<file path="src/asfp_consts.svh">
// Constants for the amplifier stage fault protection block
`ifndef ASFP_CONSTS_SVH
`define ASFP_CONSTS_SVH

// ----------------------------------------------------------------------
// Register byte offsets
// ----------------------------------------------------------------------
`define ASFP_ADDR_W        8
`define ASFP_OFF_CTRL      8'h00
`define ASFP_OFF_STATUS    8'h04
`define ASFP_OFF_IRQ_STAT  8'h08
`define ASFP_OFF_IRQ_MASK  8'h0C
`define ASFP_OFF_TRIP      8'h10

// ----------------------------------------------------------------------
// Control fields and reset values
// ----------------------------------------------------------------------
`define ASFP_CTRL_BTL_BIT  0
`define ASFP_CTRL_SET_LO   4
`define ASFP_CTRL_SET_HI   6
`define ASFP_CTRL_BTL_RST  1'h1
`define ASFP_SET_RST       3'h0
`define ASFP_MASK_RST      5'h00

// ----------------------------------------------------------------------
// Event bits in status and mask registers
// ----------------------------------------------------------------------
`define ASFP_EVT_W         5
`define ASFP_EVT_OL_ONE    0
`define ASFP_EVT_OL_TWO    1
`define ASFP_EVT_THERM     2
`define ASFP_EVT_UV        3
`define ASFP_EVT_WARN      4

// ----------------------------------------------------------------------
// Trip levels in tenths of an ampere, one per resistor setting
// ----------------------------------------------------------------------
`define ASFP_TRIP_15K      8'h6C
`define ASFP_TRIP_22K      8'h5E
`define ASFP_TRIP_27K      8'h56
`define ASFP_TRIP_39K      8'h40
`define ASFP_TRIP_47K      8'h3C
`define ASFP_TRIP_69K      8'h2F

// ----------------------------------------------------------------------
// Timing
// ----------------------------------------------------------------------
`define ASFP_CLK_PERIOD_NS 10
`define ASFP_OL_TIME_NS    10000
`define ASFP_OL_CYCLES     (`ASFP_OL_TIME_NS / `ASFP_CLK_PERIOD_NS)
`define ASFP_OL_CNT_W      10

`endif

</file>
<file path="src/asfp_pkg.sv">
// Types for the amplifier stage fault protection block
package asfp_pkg;

  typedef logic [1:0] asfp_pair_vec_t;

  typedef enum logic [2:0] {
    ASFP_SET_15K = 3'h0,
    ASFP_SET_22K = 3'h1,
    ASFP_SET_27K = 3'h2,
    ASFP_SET_39K = 3'h3,
    ASFP_SET_47K = 3'h4,
    ASFP_SET_69K = 3'h5
  } asfp_trip_set_t;

endpackage

</file>
<file path="src/asfp_top.sv">
// Fault protection and reset control for a two-pair power stage
// How it works
// RULE1 - Any transistor overcurrent trip limits current instead of shutting down.
// RULE2 - A trip lasting the overload time sets that pair's latched shutdown.
// RULE3 - Limiting and overload latching act separately per pair.
// RULE4 - The trip-setting field selects the trip current from 10.8 A to 4.7 A.
// RULE5 - Warning flag goes low above the warning temperature, operation continues.
// RULE6 - Above shutdown temperature all outputs go high impedance, shutdown low.
// RULE7 - Thermal latch holds until both pair resets are asserted together.
// RULE8 - Power-on reset clears overload and holds outputs off until supplies good.
// RULE9 - Any supply undervoltage puts all outputs off and drives shutdown low.
// RULE10 - Undervoltage recovery is automatic once all supplies are good.
// RULE11 - A low pair reset turns off that pair only.
// RULE12 - In bridge-tied mode a low pair reset enables its weak pulldowns.
// RULE13 - Single-ended mode never enables pulldowns; controller pulses PWM low.
// RULE14 - Either pair reset low forces the shutdown flag high.
// RULE15 - A rising edge on either pair reset clears the overload latches.
// RULE16 - Both flags are active low; shutdown means any latched or supply fault.
// RULE17 - Controller waits the recovery time before resetting after overload.
// RULE18 - Warning returns high on its own when temperature drops.
// RULE19 - Comparator events arrive as synchronous digital inputs.
//
// Register access over APB and the register addresses were chosen for this implementation.
`timescale 1ns/1ps
`default_nettype none
`include "asfp_consts.svh"

module asfp_top (
  input  wire logic                    core_clk_i,
  input  wire logic                    sys_rst_i,
  input  wire logic                    clk_en_i,
  input  wire logic                    psel_i,
  input  wire logic                    penable_i,
  input  wire logic                    pwrite_i,
  input  wire logic [`ASFP_ADDR_W-1:0] paddr_i,
  input  wire logic [31:0]             pwdata_i,
  output logic      [31:0]             prdata_o,
  output logic                         pready_o,
  output logic                         pslverr_o,
  input  wire logic                    pair_one_reset_n_i,
  input  wire logic                    pair_two_reset_n_i,
  input  wire logic [7:0]              oc_trip_i,
  input  wire logic                    overtemp_warn_i,
  input  wire logic                    overtemp_shut_i,
  input  wire logic                    gate_drive_supply_uv_i,
  input  wire logic                    logic_supply_uv_i,
  input  wire logic                    supply_at_level_i,
  input  wire logic                    fault_shutdown_n_i,
  output logic                         fault_shutdown_n_o,
  output logic                         fault_shutdown_n_oe_o,
  input  wire logic                    overtemp_warning_n_i,
  output logic                         overtemp_warning_n_o,
  output logic                         overtemp_warning_n_oe_o,
  output logic                         pair_one_hiz_o,
  output logic                         pair_two_hiz_o,
  output logic      [1:0]              current_limit_o,
  output logic      [1:0]              pulldown_en_o,
  output logic      [7:0]              trip_level_o,
  output logic                         irq_o
);

  // --------------------------------------------------------------------
  // Declarations
  // --------------------------------------------------------------------
  localparam logic [`ASFP_OL_CNT_W-1:0] OL_LAST =
    `ASFP_OL_CNT_W'(`ASFP_OL_CYCLES - 1);

  logic                          bridge_tied_mode_r;
  asfp_pkg::asfp_trip_set_t      overcurrent_trip_set_r;
  logic [`ASFP_EVT_W-1:0]        irq_stat_r;
  logic [`ASFP_EVT_W-1:0]        irq_mask_r;
  logic [`ASFP_EVT_W-1:0]        evt;
  asfp_pkg::asfp_pair_vec_t      reset_n;
  asfp_pkg::asfp_pair_vec_t      reset_prev_r;
  asfp_pkg::asfp_pair_vec_t      reset_rise;
  asfp_pkg::asfp_pair_vec_t      oc_pair;
  asfp_pkg::asfp_pair_vec_t      overload_latch_r;
  asfp_pkg::asfp_pair_vec_t      ol_set;
  logic [`ASFP_OL_CNT_W-1:0]     ol_cnt_r [2];
  logic                          overtemp_shutdown_latch_r;
  logic                          undervoltage_guard;
  logic                          por_done_r;
  logic                          uv_prev_r;
  logic                          warn_prev_r;
  asfp_pkg::asfp_pair_vec_t      hiz_nxt;
  logic                          sd_n_nxt;
  logic                          wr_en;
  logic                          rd_en;
  logic                          addr_ok;

  assign reset_n    = {pair_two_reset_n_i, pair_one_reset_n_i};
  assign reset_rise = reset_n & ~reset_prev_r;
  assign oc_pair    = {|oc_trip_i[7:4], |oc_trip_i[3:0]};  // RULE19
  assign undervoltage_guard = gate_drive_supply_uv_i | logic_supply_uv_i;

  // --------------------------------------------------------------------
  // APB slave
  // --------------------------------------------------------------------
  // Frozen clock means no write can land, so the access waits
  assign pready_o = clk_en_i;
  assign addr_ok  = (paddr_i == `ASFP_OFF_CTRL) ||
                    (paddr_i == `ASFP_OFF_STATUS) ||
                    (paddr_i == `ASFP_OFF_IRQ_STAT) ||
                    (paddr_i == `ASFP_OFF_IRQ_MASK) ||
                    (paddr_i == `ASFP_OFF_TRIP);
  assign pslverr_o = psel_i & penable_i & ~addr_ok;
  assign wr_en = psel_i & penable_i & pwrite_i & clk_en_i & addr_ok;
  assign rd_en = psel_i & ~penable_i & ~pwrite_i;

  always_ff @(posedge core_clk_i or posedge sys_rst_i) begin
    if (sys_rst_i) begin
      bridge_tied_mode_r     <= `ASFP_CTRL_BTL_RST;
      overcurrent_trip_set_r <= asfp_pkg::ASFP_SET_15K;
      irq_mask_r             <= `ASFP_MASK_RST;
    end else if (wr_en) begin
      if (paddr_i == `ASFP_OFF_CTRL) begin
        bridge_tied_mode_r     <= pwdata_i[`ASFP_CTRL_BTL_BIT];
        overcurrent_trip_set_r <= asfp_pkg::asfp_trip_set_t'(
          pwdata_i[`ASFP_CTRL_SET_HI:`ASFP_CTRL_SET_LO]);
      end
      if (paddr_i == `ASFP_OFF_IRQ_MASK) begin
        irq_mask_r <= pwdata_i[`ASFP_EVT_W-1:0];
      end
    end
  end

  // Read data captured in setup, held through the access phase
  always_ff @(posedge core_clk_i or posedge sys_rst_i) begin
    if (sys_rst_i) begin
      prdata_o <= 32'h0;
    end else if (clk_en_i && rd_en) begin
      prdata_o <= 32'h0;
      unique case (paddr_i)
        `ASFP_OFF_CTRL: begin
          prdata_o[`ASFP_CTRL_BTL_BIT] <= bridge_tied_mode_r;
          prdata_o[`ASFP_CTRL_SET_HI:`ASFP_CTRL_SET_LO] <=
            overcurrent_trip_set_r;
        end
        `ASFP_OFF_STATUS: begin
          prdata_o[9:0] <= {fault_shutdown_n_i, overtemp_warning_n_i,
                            pair_two_hiz_o, pair_one_hiz_o, por_done_r,
                            undervoltage_guard, overtemp_shutdown_latch_r,
                            overload_latch_r, overtemp_warn_i};
        end
        `ASFP_OFF_IRQ_STAT: prdata_o[`ASFP_EVT_W-1:0] <= irq_stat_r;
        `ASFP_OFF_IRQ_MASK: prdata_o[`ASFP_EVT_W-1:0] <= irq_mask_r;
        `ASFP_OFF_TRIP:     prdata_o[7:0] <= trip_level_o;
        default:            prdata_o <= 32'h0;
      endcase
    end
  end

  // --------------------------------------------------------------------
  // Trip level selection
  // --------------------------------------------------------------------
  // Codes past the table fall to the lowest, safest trip current
  always_ff @(posedge core_clk_i or posedge sys_rst_i) begin
    if (sys_rst_i) begin
      trip_level_o <= `ASFP_TRIP_15K;
    end else if (clk_en_i) begin
      unique case (overcurrent_trip_set_r)                  // RULE4
        asfp_pkg::ASFP_SET_15K: trip_level_o <= `ASFP_TRIP_15K;
        asfp_pkg::ASFP_SET_22K: trip_level_o <= `ASFP_TRIP_22K;
        asfp_pkg::ASFP_SET_27K: trip_level_o <= `ASFP_TRIP_27K;
        asfp_pkg::ASFP_SET_39K: trip_level_o <= `ASFP_TRIP_39K;
        asfp_pkg::ASFP_SET_47K: trip_level_o <= `ASFP_TRIP_47K;
        default:                trip_level_o <= `ASFP_TRIP_69K;
      endcase
    end
  end

  // --------------------------------------------------------------------
  // Power-on reset and edge history
  // --------------------------------------------------------------------
  always_ff @(posedge core_clk_i or posedge sys_rst_i) begin
    if (sys_rst_i) begin
      por_done_r   <= 1'h0;
      // Idle level of the reset pins, so release shows no false edge
      reset_prev_r <= 2'h3;
      uv_prev_r    <= 1'h0;
      warn_prev_r  <= 1'h0;
    end else if (clk_en_i) begin
      if (supply_at_level_i) begin
        por_done_r <= 1'h1;                                 // RULE8
      end
      reset_prev_r <= reset_n;
      uv_prev_r    <= undervoltage_guard;
      warn_prev_r  <= overtemp_warn_i;
    end
  end

  // --------------------------------------------------------------------
  // Overload detection per pair
  // --------------------------------------------------------------------
  // A short burst only limits; the latch needs an unbroken trip run
  for (genvar p = 0; p < 2; p++) begin : g_pair
    assign ol_set[p] = oc_pair[p] && (ol_cnt_r[p] == OL_LAST);

    always_ff @(posedge core_clk_i or posedge sys_rst_i) begin
      if (sys_rst_i) begin
        ol_cnt_r[p]         <= '0;
        overload_latch_r[p] <= 1'h0;
      end else if (clk_en_i) begin
        if (!por_done_r) begin
          ol_cnt_r[p]         <= '0;                        // RULE8
          overload_latch_r[p] <= 1'h0;
        end else begin
          if (!oc_pair[p] || overload_latch_r[p]) begin
            ol_cnt_r[p] <= '0;
          end else if (!ol_set[p]) begin
            ol_cnt_r[p] <= ol_cnt_r[p] + 1'h1;              // RULE3
          end
          if (ol_set[p]) begin
            overload_latch_r[p] <= 1'h1;                    // RULE2
          end else if (|reset_rise) begin
            overload_latch_r[p] <= 1'h0;                    // RULE15
          end
        end
      end
    end
  end

  // --------------------------------------------------------------------
  // Thermal shutdown latch
  // --------------------------------------------------------------------
  always_ff @(posedge core_clk_i or posedge sys_rst_i) begin
    if (sys_rst_i) begin
      overtemp_shutdown_latch_r <= 1'h0;
    end else if (clk_en_i) begin
      if (overtemp_shut_i) begin
        overtemp_shutdown_latch_r <= 1'h1;                  // RULE6
      end else if (reset_n == 2'h0) begin
        overtemp_shutdown_latch_r <= 1'h0;                  // RULE7
      end
    end
  end

  // --------------------------------------------------------------------
  // Output stage control and flags
  // --------------------------------------------------------------------
  always_comb begin
    for (int p = 0; p < 2; p++) begin
      hiz_nxt[p] = !por_done_r || undervoltage_guard ||     // RULE9
                   overtemp_shutdown_latch_r ||             // RULE6
                   overload_latch_r[p] || !reset_n[p];      // RULE11
    end
    if (reset_n != 2'h3) begin
      sd_n_nxt = 1'h1;                                      // RULE14
    end else begin
      sd_n_nxt = !(overtemp_shutdown_latch_r || undervoltage_guard ||
                   (|overload_latch_r));                    // RULE16
    end
  end

  always_ff @(posedge core_clk_i or posedge sys_rst_i) begin
    if (sys_rst_i) begin
      pair_one_hiz_o       <= 1'h1;
      pair_two_hiz_o       <= 1'h1;
      current_limit_o      <= 2'h0;
      pulldown_en_o        <= 2'h0;
      fault_shutdown_n_o   <= 1'h1;
      overtemp_warning_n_o <= 1'h1;
    end else if (clk_en_i) begin
      pair_one_hiz_o  <= hiz_nxt[0];                        // RULE10
      pair_two_hiz_o  <= hiz_nxt[1];
      current_limit_o <= oc_pair & ~hiz_nxt;                // RULE1
      // Single-ended keeps pulldowns off; bootstrap is the modulator's job
      pulldown_en_o   <= bridge_tied_mode_r ? ~reset_n  // RULE12
                                            : 2'h0;     // RULE13
      fault_shutdown_n_o   <= sd_n_nxt;
      overtemp_warning_n_o <= !overtemp_warn_i;             // RULE5
    end
  end

  // Open drain: drive only the low level
  assign fault_shutdown_n_oe_o   = !fault_shutdown_n_o;
  assign overtemp_warning_n_oe_o = !overtemp_warning_n_o;   // RULE18

  // --------------------------------------------------------------------
  // Interrupts
  // --------------------------------------------------------------------
  assign evt[`ASFP_EVT_OL_ONE] = ol_set[0] && por_done_r;
  assign evt[`ASFP_EVT_OL_TWO] = ol_set[1] && por_done_r;
  assign evt[`ASFP_EVT_THERM]  = overtemp_shut_i && !overtemp_shutdown_latch_r;
  assign evt[`ASFP_EVT_UV]     = undervoltage_guard && !uv_prev_r;
  assign evt[`ASFP_EVT_WARN]   = overtemp_warn_i && !warn_prev_r;

  // New events win over a write-one clear in the same cycle
  always_ff @(posedge core_clk_i or posedge sys_rst_i) begin
    if (sys_rst_i) begin
      irq_stat_r <= '0;
    end else if (clk_en_i) begin
      if (wr_en && paddr_i == `ASFP_OFF_IRQ_STAT) begin
        irq_stat_r <= (irq_stat_r & ~pwdata_i[`ASFP_EVT_W-1:0]) | evt;
      end else begin
        irq_stat_r <= irq_stat_r | evt;
      end
    end
  end

  always_ff @(posedge core_clk_i or posedge sys_rst_i) begin
    if (sys_rst_i) begin
      irq_o <= 1'h0;
    end else if (clk_en_i) begin
      irq_o <= |(irq_stat_r & irq_mask_r);
    end
  end
endmodule
`default_nettype wire

</file>
<file path="config.mk">
export PLATFORM = sky130hd
export DESIGN_NAME = asfp_top
export DESIGN_NICKNAME = d
export VERILOG_FILES = /design/src/asfp_pkg.sv /design/src/asfp_top.sv
export VERILOG_INCLUDE_DIRS = /design/src /design/src/src
export SDC_FILE = /design/constraint.sdc
export NUM_CORES = 1
export LEC_CHECK = 0
export BUFFER_PORTS_ARGS = -buffer_cell sky130_fd_sc_hd__buf_2
export CORE_MARGIN = 10
export CORE_UTILIZATION = 35
export CTS_CLUSTER_DIAMETER = 60
export CTS_CLUSTER_SIZE = 8
export DETAILED_ROUTE_END_ITERATION = 6
export PLACE_DENSITY_LB_ADDON = 0.05
export SYNTH_ARGS = -nofsm -noshare
export SYNTH_HDL_FRONTEND = slang
export SYNTH_SLANG_ARGS = --single-unit
</file>
<file path="constraint.sdc">
create_clock -name core_clk_i -period 3 [get_ports core_clk_i]
set_input_delay 0.6 -clock core_clk_i [delete_from_list [all_inputs] [get_ports core_clk_i]]
set_output_delay 0.6 -clock core_clk_i [all_outputs]
set_load 0.01 [all_outputs]
</file>
==> results of run 1 <==
synth_stat cells, types with 4 or more instances:
library cell / n / area share
sky130_fd_sc_hd__inv_1: 18 / 0.019
sky130_fd_sc_hd__clkbuf_1: 8 / 0.0085
sky130_fd_sc_hd__buf_4: 24 / 0.051
sky130_fd_sc_hd__nor3_1: 12 / 0.017
sky130_fd_sc_hd__nor2_1: 41 / 0.043
sky130_fd_sc_hd__mux2i_1: 6 / 0.017
sky130_fd_sc_hd__dfstp_2: 11 / 0.081
sky130_fd_sc_hd__and3_1: 4 / 0.0070
sky130_fd_sc_hd__nor2b_1: 7 / 0.012
sky130_fd_sc_hd__a22o_1: 11 / 0.027
sky130_fd_sc_hd__a21oi_1: 11 / 0.016
sky130_fd_sc_hd__o21ai_0: 10 / 0.014
sky130_fd_sc_hd__dfrtp_1: 57 / 0.40
sky130_fd_sc_hd__mux2_2: 7 / 0.022
sky130_fd_sc_hd__mux2_4: 5 / 0.021
sky130_fd_sc_hd__xnor2_1: 8 / 0.020
sky130_fd_sc_hd__nor4_1: 6 / 0.011
sky130_fd_sc_hd__nand2_1: 22 / 0.023
sky130_fd_sc_hd__a21o_1: 7 / 0.015
sky130_fd_sc_hd__o22ai_1: 11 / 0.019
sky130_fd_sc_hd__nand3_1: 7 / 0.0099
sky130_fd_sc_hd__a22oi_1: 5 / 0.011
worst max-delay path: stages:
cell                     delay, ps
sky130_fd_sc_hd__buf_2         100
sky130_fd_sc_hd__or4_4         560
sky130_fd_sc_hd__nor4_1        410
sky130_fd_sc_hd__nor3_1        100
sky130_fd_sc_hd__buf_2         160
layer usage:
| metal | global-route usage | vias up | share of wire |
|---|---|---|---|
| met1 | 0.176 | 1300 | 0.50 |
| met5 | 0 | - | 0 |
| li1 | - | 1349 | - |
| met4 | 0.0558 | 0 | 0.016 |
| met3 | 0.0372 | 10 | 0.059 |
| met2 | 0.183 | 81 | 0.43 |
cells by family after synthesis:
kind of cell / after synthesis / share of synthesized area
other: 1 / 0.00106
and+or+nand+nor: 124 / 0.186
DFF: 68 / 0.483
buffers and inverters: 53 / 0.0824
muxes: 21 / 0.0761
adders and majority gates: 2 / 0.00705
xor gates and xnor gates: 9 / 0.0222
AOI/OAI and AO/OA: 73 / 0.142
registers in the layout, summed over array words and instances (netlist names), 2 cells and up:
signal	flops
current_limit_o	2
irq_mask_r	5
irq_stat_r	5
ol_cnt_r	20
overcurrent_trip_set_r	3
overload_latch_r	2
prdata_o	10
pulldown_en_o	2
reset_prev_r	2
trip_level_o	7
where the power goes:
group	internal (mW)	switching [mW]	total, mW
clock network	0.339	0.337	0.676
logic	0.134	0.184	0.318
registers	1.00	0.0899	1.09
layout make-up:
cell class,instances,share of cell area
Multi-Input combinational cell,252,0.394
Inverter,18,0.0164
Tap cell,133,0.0404
Sequential cell,68,0.416
Clock inverter,2,0.00243
Clock buffer,13,0.0386
Timing Repair Buffer,71,0.0917
worst max path at each step:
| stage | startpoint | to | cells past startpoint |
|---|---|---|---|
| floorplan | sys_rst_i | current_limit_o[0]$_DFFE_PP0P_ | 1 |
| global placement | paddr_i[1] | pslverr_o | 5 |
| detailed placement | paddr_i[1] | pslverr_o | 5 |
| CTS | paddr_i[1] | pslverr_o | 5 |
| global route | paddr_i[1] | pslverr_o | 5 |
| finish | paddr_i[1] | pslverr_o | 5 |
==> flow_results.org, run 1 <==
** GRT
- Wire length of the first global-routing pass :: 15.1 mm
- Initial antenna violation count :: 0
- All-Layer GR Usage :: 0.129
- The total overflow left after global routing is 0.
- The number of global-route vias before repair is between 2,000 and 3,000.
- Entering global routing, the biggest net connects 69 pins.

** Drt
- The routed design has 9.15 mm of wire.
- Number of antenna-violating nets in the routed design :: 0
- The routed layout has 2,740 vias.
- The pre-antenna-repair detailed-routing pass consisted of 4 iterations.
- Number of remaining DRC errors :: 0
- After detailed routing, the average wire length per cell comes to ~16 µm.
- Using the TritonRoute via totals, the vias-per-cell ratio works out to slightly below 5.
- After the first detailed-routing iteration, the DRC count stood at 122.

** Worst setup path
- Signal arrival time at the worst endpoint :: between 1500 and 2000 ps
- Reg-to-reg startpoint :: ol_cnt_r[11]$_DFFE_PP0P_
- The critical path in this run is classified as input port to primary output.
- Endpoint required time on the critical path :: around 2400 ps
- Startpoint types :: input port
- Worst r2r dst :: ol_cnt_r[10]$_DFFE_PP0P_
- Counting cells, the worst reg-to-reg path comes to 5.
- STA classifies the critical path endpoint as a primary output.
- In this run the register-to-register setup slack is 1040 ps.
- Along the worst path, the maximum fanout reaches 3.

** Placement
- Placed Area :: a little under 0.004 mm²
- Detailed placement finished with a half-perimeter wire length of ~6.9 mm.
- Routability-driven placement finished with a final weighted congestion of slightly below 0.8.
- # port buffers :: 67
- Count of placed standard cells including taps :: 542
- Before CTS, the worst setup slack after placement is between 400 and 500 ps.

** Timing
- Total negative slack for setup checks :: 0 ps
- In the post-route analysis, the smallest setup slack over all paths is 464 ps.
- For the finished layout, the period the worst path requires is between 2000 and 3000 ps.
- Measured against its own limit, the worst slew margin works out to 0.649.
- Setup repair after global routing left no endpoint under its margin.
- For the pin with the worst max-slew slack, the measured transition is between 500 and 600 ps.
- The number of pins with negative max-slew slack in the final report was 0.
- Based on the critical path, the design can be clocked at up to ~390 MHz.
- Final hold analysis gives a worst-case slack of roughly 320 ps.
- In the finished design, the share of the clock period the worst path needs comes to 0.845.
- Final Hold Violating Endpoints :: 0
- Setup violations remaining at the end of the flow were counted as 0.
- Between clock sinks in the finished design, the worst skew comes to 7.27 ps.

** Logic synthesis
- Avg Inst Size Synth :: 10.1 µm²
- In the synthesized netlist, the number of instances is between 300 and 400.
- Primary flip-flop cell chosen by synthesis mapping :: sky130_fd_sc_hd__dfrtp_1
- Async S/R FF share, synth :: 1.00
- In this run, synthesis inferred 0 flip-flops with an integrated enable.
- Synthesized area :: approximately 0.0036 mm²
- During synthesis, Yosys emitted a total of 0 warnings.
- Sequential share of the synthesized area :: 0.483
- Synthesis instantiated 59 different standard cells from the library.
- The synthesized design contains 68 register bits.

** CTS
- Clock Sink Count :: 68
- Clock tree synthesis selected as its root buffer the cell sky130_fd_sc_hd__clkbuf_8.
- For the worst-skew pair, the clock arrives at the later sink with an insertion delay of around 350 ps.
- The clock passes through at most 2 buffers.
- Once the clock tree was built, the resizer swapped 0 gates to a different size.
- Post-CTS setup buffer count :: 0
- In this run, CTS created clock tree buffers numbering 9.
- The H-tree generated during clock tree synthesis spans 3 levels.
- Count of hold buffers inserted by post-cts repair :: 0
- Clock input transition at the sequential cells of the worst setup and hold paths :: around 70 ps
- TritonCTS built the clock tree.

** Run status
- Result of the run :: finished clean

** Die
- Die Footprint :: about 0.015 mm²
- After floorplanning, the core was divided into 36 placement rows.
- Die width :: roughly 120 µm
- Initial Utilization :: 0.362
- Core region area :: slightly below 0.01 mm²
- Measured along the y axis, the die boundary spans ~120 µm.
- During I/O placement, the number of pins put on the boundary was 116.

** Finish
- In the final layout, the multi-input gates occupy 0.00163 mm².
- Number of nets in the final layout :: about 490
- Post-synthesis to final-layout area growth :: 16.1%
- Total non-filler cell area in the finished layout :: approximately 0.0041 mm²
- Commonest non-fill, non-tap cell in the layout :: sky130_fd_sc_hd__buf_2
- Layout filler cell count :: 1,026
- The number of antenna diodes in the final layout is 0.
- Share of the core filled with cells :: 0.420
- Fraction of layout cells with a size suffix above 1 :: 0.276
- The library cells used most frequently in the layout, excluding fill and tap cells, are sky130_fd_sc_hd__buf_2, sky130_fd_sc_hd__dfrtp_1, sky130_fd_sc_hd__nor2_1, sky130_fd_sc_hd__conb_1, sky130_fd_sc_hd__nand2_1.
- Across the whole layout, storage elements account for roughly 0.0017 mm².
- Layout Cells excl Fill :: 557

** Job
- The tool flagged a number of max-cap violations equal to 0.

** Power and ir drop
- Dividing total power by cell area gives a power density of roughly 510 mW/mm².
- VDD sags by at most 0.192 mV.
- After layout, the design draws a total of roughly 2.1 mW.
- Summed over all cells, the static leakage comes to 2.00 nW.

** Hold path
- The min-delay analysis places its worst path in the category input port to asynchronous set/reset pin.
No activity file was read; power rests on OpenSTA's default activity.
==> run 2, diff against run 1 <==
ABC_AREA = 1   (was default)
clock period = 2.5 ns   (was 3 ns; I/O delays follow)
==> flow_results.org, run 2 <==
** Run status
- Result of the run :: finished clean

** Die
- Core region area :: 0.0110 mm²
- Die Footprint :: 0.0160 mm²
- The die is 126 µm tall.
- The die is ~130 µm wide.
- In this run the core area contains 38 standard-cell rows.
- For this configuration, the core starts out at a cell density of 0.361.
- I/O Pins :: between 100 and 150

** Logic synthesis
- The most common cell in the synthesized netlist is sky130_fd_sc_hd__nand2_1.
- The share of the Yosys chip area taken by registers is 0.433.
- Of the post-synthesis cell area, the dominant cell type holds 0.360.
- Summing every instance area after synthesis gives about 0.0040 mm².
- Synthesis inferred about 70 register bits.
- The synthesized design spends more area on one cell type than any other, namely sky130_fd_sc_hd__dfrtp_1.
- The Yosys step of the flow raised 0 warnings.
- Synth top area cells :: sky130_fd_sc_hd__dfrtp_1, sky130_fd_sc_hd__nand2_1, sky130_fd_sc_hd__dfstp_2
- In this run the mean area of a mapped cell was approximately 7.6 µm².
- The synthesized design contains 0 enable-type register cells.
- Async S/R FF share, synth :: 1.00
- Number of different library cells in the post-synthesis netlist :: 42
- Ranked by instance count, the synthesized netlist is headed by sky130_fd_sc_hd__nand2_1, sky130_fd_sc_hd__inv_1, sky130_fd_sc_hd__dfrtp_1.
- Among all flip-flop cells after synthesis, the most frequent one is sky130_fd_sc_hd__dfrtp_1.
- Post-synthesis instance total :: 522

** Placement
- Routability-driven placement congestion ratio :: 0.832
- Detailed placer's ending HPWL :: between 8 and 9 mm
- Once placement finished, the instance area stood at between 0.004 and 0.005 mm².
- Count of placed standard cells including taps :: around 720
- Input and output buffers added on the ports amount to 67.
- DP Worst Slack :: about 400 ps

** Finish
- 0 antenna diodes ended up in the layout.
- Compared with the post-synthesis result, the final layout area differs by 16.4%.
- The largest registers in the layout are ol_cnt_r x20, prdata_o x10, trip_level_o x7.
- Of the cells placed in the final design, the portion with a size suffix greater than 1 is 0.211.
- The register with the most flip-flops in the layout has 20 of them.
- The library cell used most frequently in the layout, excluding fill and tap cells, is sky130_fd_sc_hd__nand2_1.
- After routing the design area is 0.00461 mm².
- Top reg by flops :: ol_cnt_r
- The net count of the finished layout is around 660.
- The count of cells in the finished layout, fillers not included, comes to 738.
- In the layout the commonest cells are sky130_fd_sc_hd__nand2_1, sky130_fd_sc_hd__buf_2, sky130_fd_sc_hd__inv_1, sky130_fd_sc_hd__dfrtp_1, sky130_fd_sc_hd__nand3_1.

** Timing
- For this run, the top clock speed supported by timing is between 400 and 500 MHz.
- Final period util :: 0.839
- Clock period minus worst slack :: 2100 ps
- Number of failing setup endpoints in the final timing report :: 0
- Unrepaired setup endpoints after global routing :: no
- Rel. slew slack :: 0.666
- Fin. max-slew vios :: 0
- For the final routed database, the setup TNS stands at 0 ps.
- The number of failing hold endpoints at the final stage was 0.
- Setup slack closes at around 400 ps.
- For the pin with the worst max-slew slack, the measured transition is about 500 ps.
- Clock tree skew after final layout :: just under 8 ps

** CTS
- After clock tree synthesis, the clock-pin slew on the worst setup and hold paths is 50 ps.
- For this design, the CTS-stage hold fixing added 0 buffers.
- H-tree levels :: 3
- Clock latency on the worst-skew pair, taken at its later pin, is ~330 ps.
- The number of setup buffers added after CTS is 0.
- CTS tree :: done
- Maximum clock path buffer count :: 2
- For this design, the sink count on the clock tree is just under 70.
- Once the clock tree was built, the resizer swapped 0 gates to a different size.
- Clock tree synthesis inserted a total of 9 buffers.
- The cell sitting at the root of the clock tree is a sky130_fd_sc_hd__clkbuf_16.

** GRT
- Summed over all layers, the global routing overflow is 0.
- Entering global routing, the biggest net connects 36 pins.
- The first global-routing pass estimated 18.2 mm of wire.
- Vias in the first global route :: around 3,600
- Initial antenna violation count :: 0
- All-Layer GR Usage :: 0.139

** Drt
- Via count normalized by instance count :: ~4.7
- Once detail routing completed, the nets flagged for antenna violations numbered 0.
- Number of remaining DRC errors :: 0
- Drt wl/cell :: around 15 µm
- Wire length reported by the detailed router :: 11.0 mm
- The first detailed-routing pass ran for 4 iterations.
- The detailed router placed ~3,500 vias in this run.
- Count of routing violations after the opening detailed-route iteration :: 168

** Power and ir drop
- In this run the power density over the cells is about 630 mW/mm².
- VDD sags by at most around 0.39 mV.
- In this run the static leakage power is about 2.4 nW.
- Total Power :: between 2 and 3 mW

** Worst setup path
- Buf/Inv on CP :: 3
- Startpoint types :: input port
- Worst setup EP type :: primary output
- Walking the worst path, the cells encountered are buf_2 > inv_1 > nand2_1 > nor3_2 > nand2_2 > nand3_2 > nor2_1 > buf_2.
- Critical-path cell with the highest stage delay :: sky130_fd_sc_hd__nor3_2
- Worst setup path category :: input port to primary output
- The most numerous cell type found on the critical path is sky130_fd_sc_hd__buf_2.
- Signal arrival time at the worst endpoint :: about 1600 ps
- Endpoint required time on the critical path :: 2000 ps
- Broken down by cell family, the worst path's largest delay share belongs to simple AND/OR/NAND/NOR gates.
- Register-to-register setup slack :: 840 ps
- Largest stage delay on the critical path :: 260 ps
- Top fanout value on the critical path :: 8

** Job
- Max-cap violations in this run came to 0.

** Hold path
- The path class of the tightest hold or removal check is input port to asynchronous set/reset pin.
## run 2: cell count changes after synthesis, moves of 11 or more
cell | previous run | this run
sky130_fd_sc_hd__nand3_1 | 7 | 50
sky130_fd_sc_hd__nand2_1 | 22 | 139
sky130_fd_sc_hd__inv_1 | 18 | 62
sky130_fd_sc_hd__o21ai_0 | 10 | 26
sky130_fd_sc_hd__o22ai_1 | 11 | 0
## run 2: worst register-to-register path, stage by stage, from the launching register on
cell,delay (ps)
sky130_fd_sc_hd__dfrtp_1,410
sky130_fd_sc_hd__ha_1,190
sky130_fd_sc_hd__nand2_1,140
sky130_fd_sc_hd__nor3_2,120
sky130_fd_sc_hd__nand3_1,140
sky130_fd_sc_hd__nand2_2,160
sky130_fd_sc_hd__nand2_2,190
sky130_fd_sc_hd__nand3_1,120
sky130_fd_sc_hd__o21ai_1,70
## run 2: where the power goes
group          internal, mW  switching (mW)  leakage, nW
Clock                 0.665           0.452        0.130
Combinational         0.176           0.309         1.43
Sequential             1.21           0.100        0.859
Total                  2.06           0.862         2.42
## run 2: worst paths after layout
check,from,to,depth (start not counted)
max,paddr_i[6],pslverr_o,8
max reg2reg,ol_cnt_r[10]$_DFFE_PP0P_,ol_cnt_r[13]$_DFFE_PP0P_,8
max in group asynchronous,sys_rst_i,trip_level_o[3]$_DFFE_PP1P_,3
min in group core_clk_i,supply_at_level_i,por_done_r$_DFFE_PP0P_,3
min,sys_rst_i,prdata_o[0]$_DFFE_PP0P_,2
min reg2reg,current_limit_o[1]$_DFFE_PP0P_,current_limit_o[1]$_DFFE_PP0P_,2
## run 2: logic make-up after synthesis
family                   count (synthesis)  synth area share
AND/OR/NAND/NOR                        280             0.325
buffers and inverters                  100             0.127
flip-flops                              68             0.433
AO/OA/AOI/OAI                           67            0.0998
XOR/XNOR                                 4           0.00884
adder cells (fa/ha/maj)                  2           0.00631
other                                    1          0.000946
## run 2: routing by layer
layer | track usage | wire, µm | up-vias | part of all wire
met1 | 0.167 | 4840 | 1648 | 0.44
met4 | 0.0295 | 68 | 0 | 0.0062
met2 | 0.238 | 5540 | 62 | 0.51
met5 | 0 | 0 | - | 0
met3 | 0.0458 | 506 | 4 | 0.046
li1 | - | - | 1782 | -
## run 2: stage by stage
step	util	hold WS (ps)
after floorplan	-	457
after global placement	0.397	458
after detailed placement	0.397	465
after CTS	0.420	195
after global routing	0.420	208
final	0.420	182
## run 2: cell type report
cell class / count / area, µm²
multi-input cells: 376 / 1830
well taps: 140 / 175
inverters: 65 / 244
flip-flops and latches: 68 / 1720
repair buffers: 73 / 393
clock inverters: 4 / 20.0
fillers: 1174 / 6370
clock buffers: 12 / 236
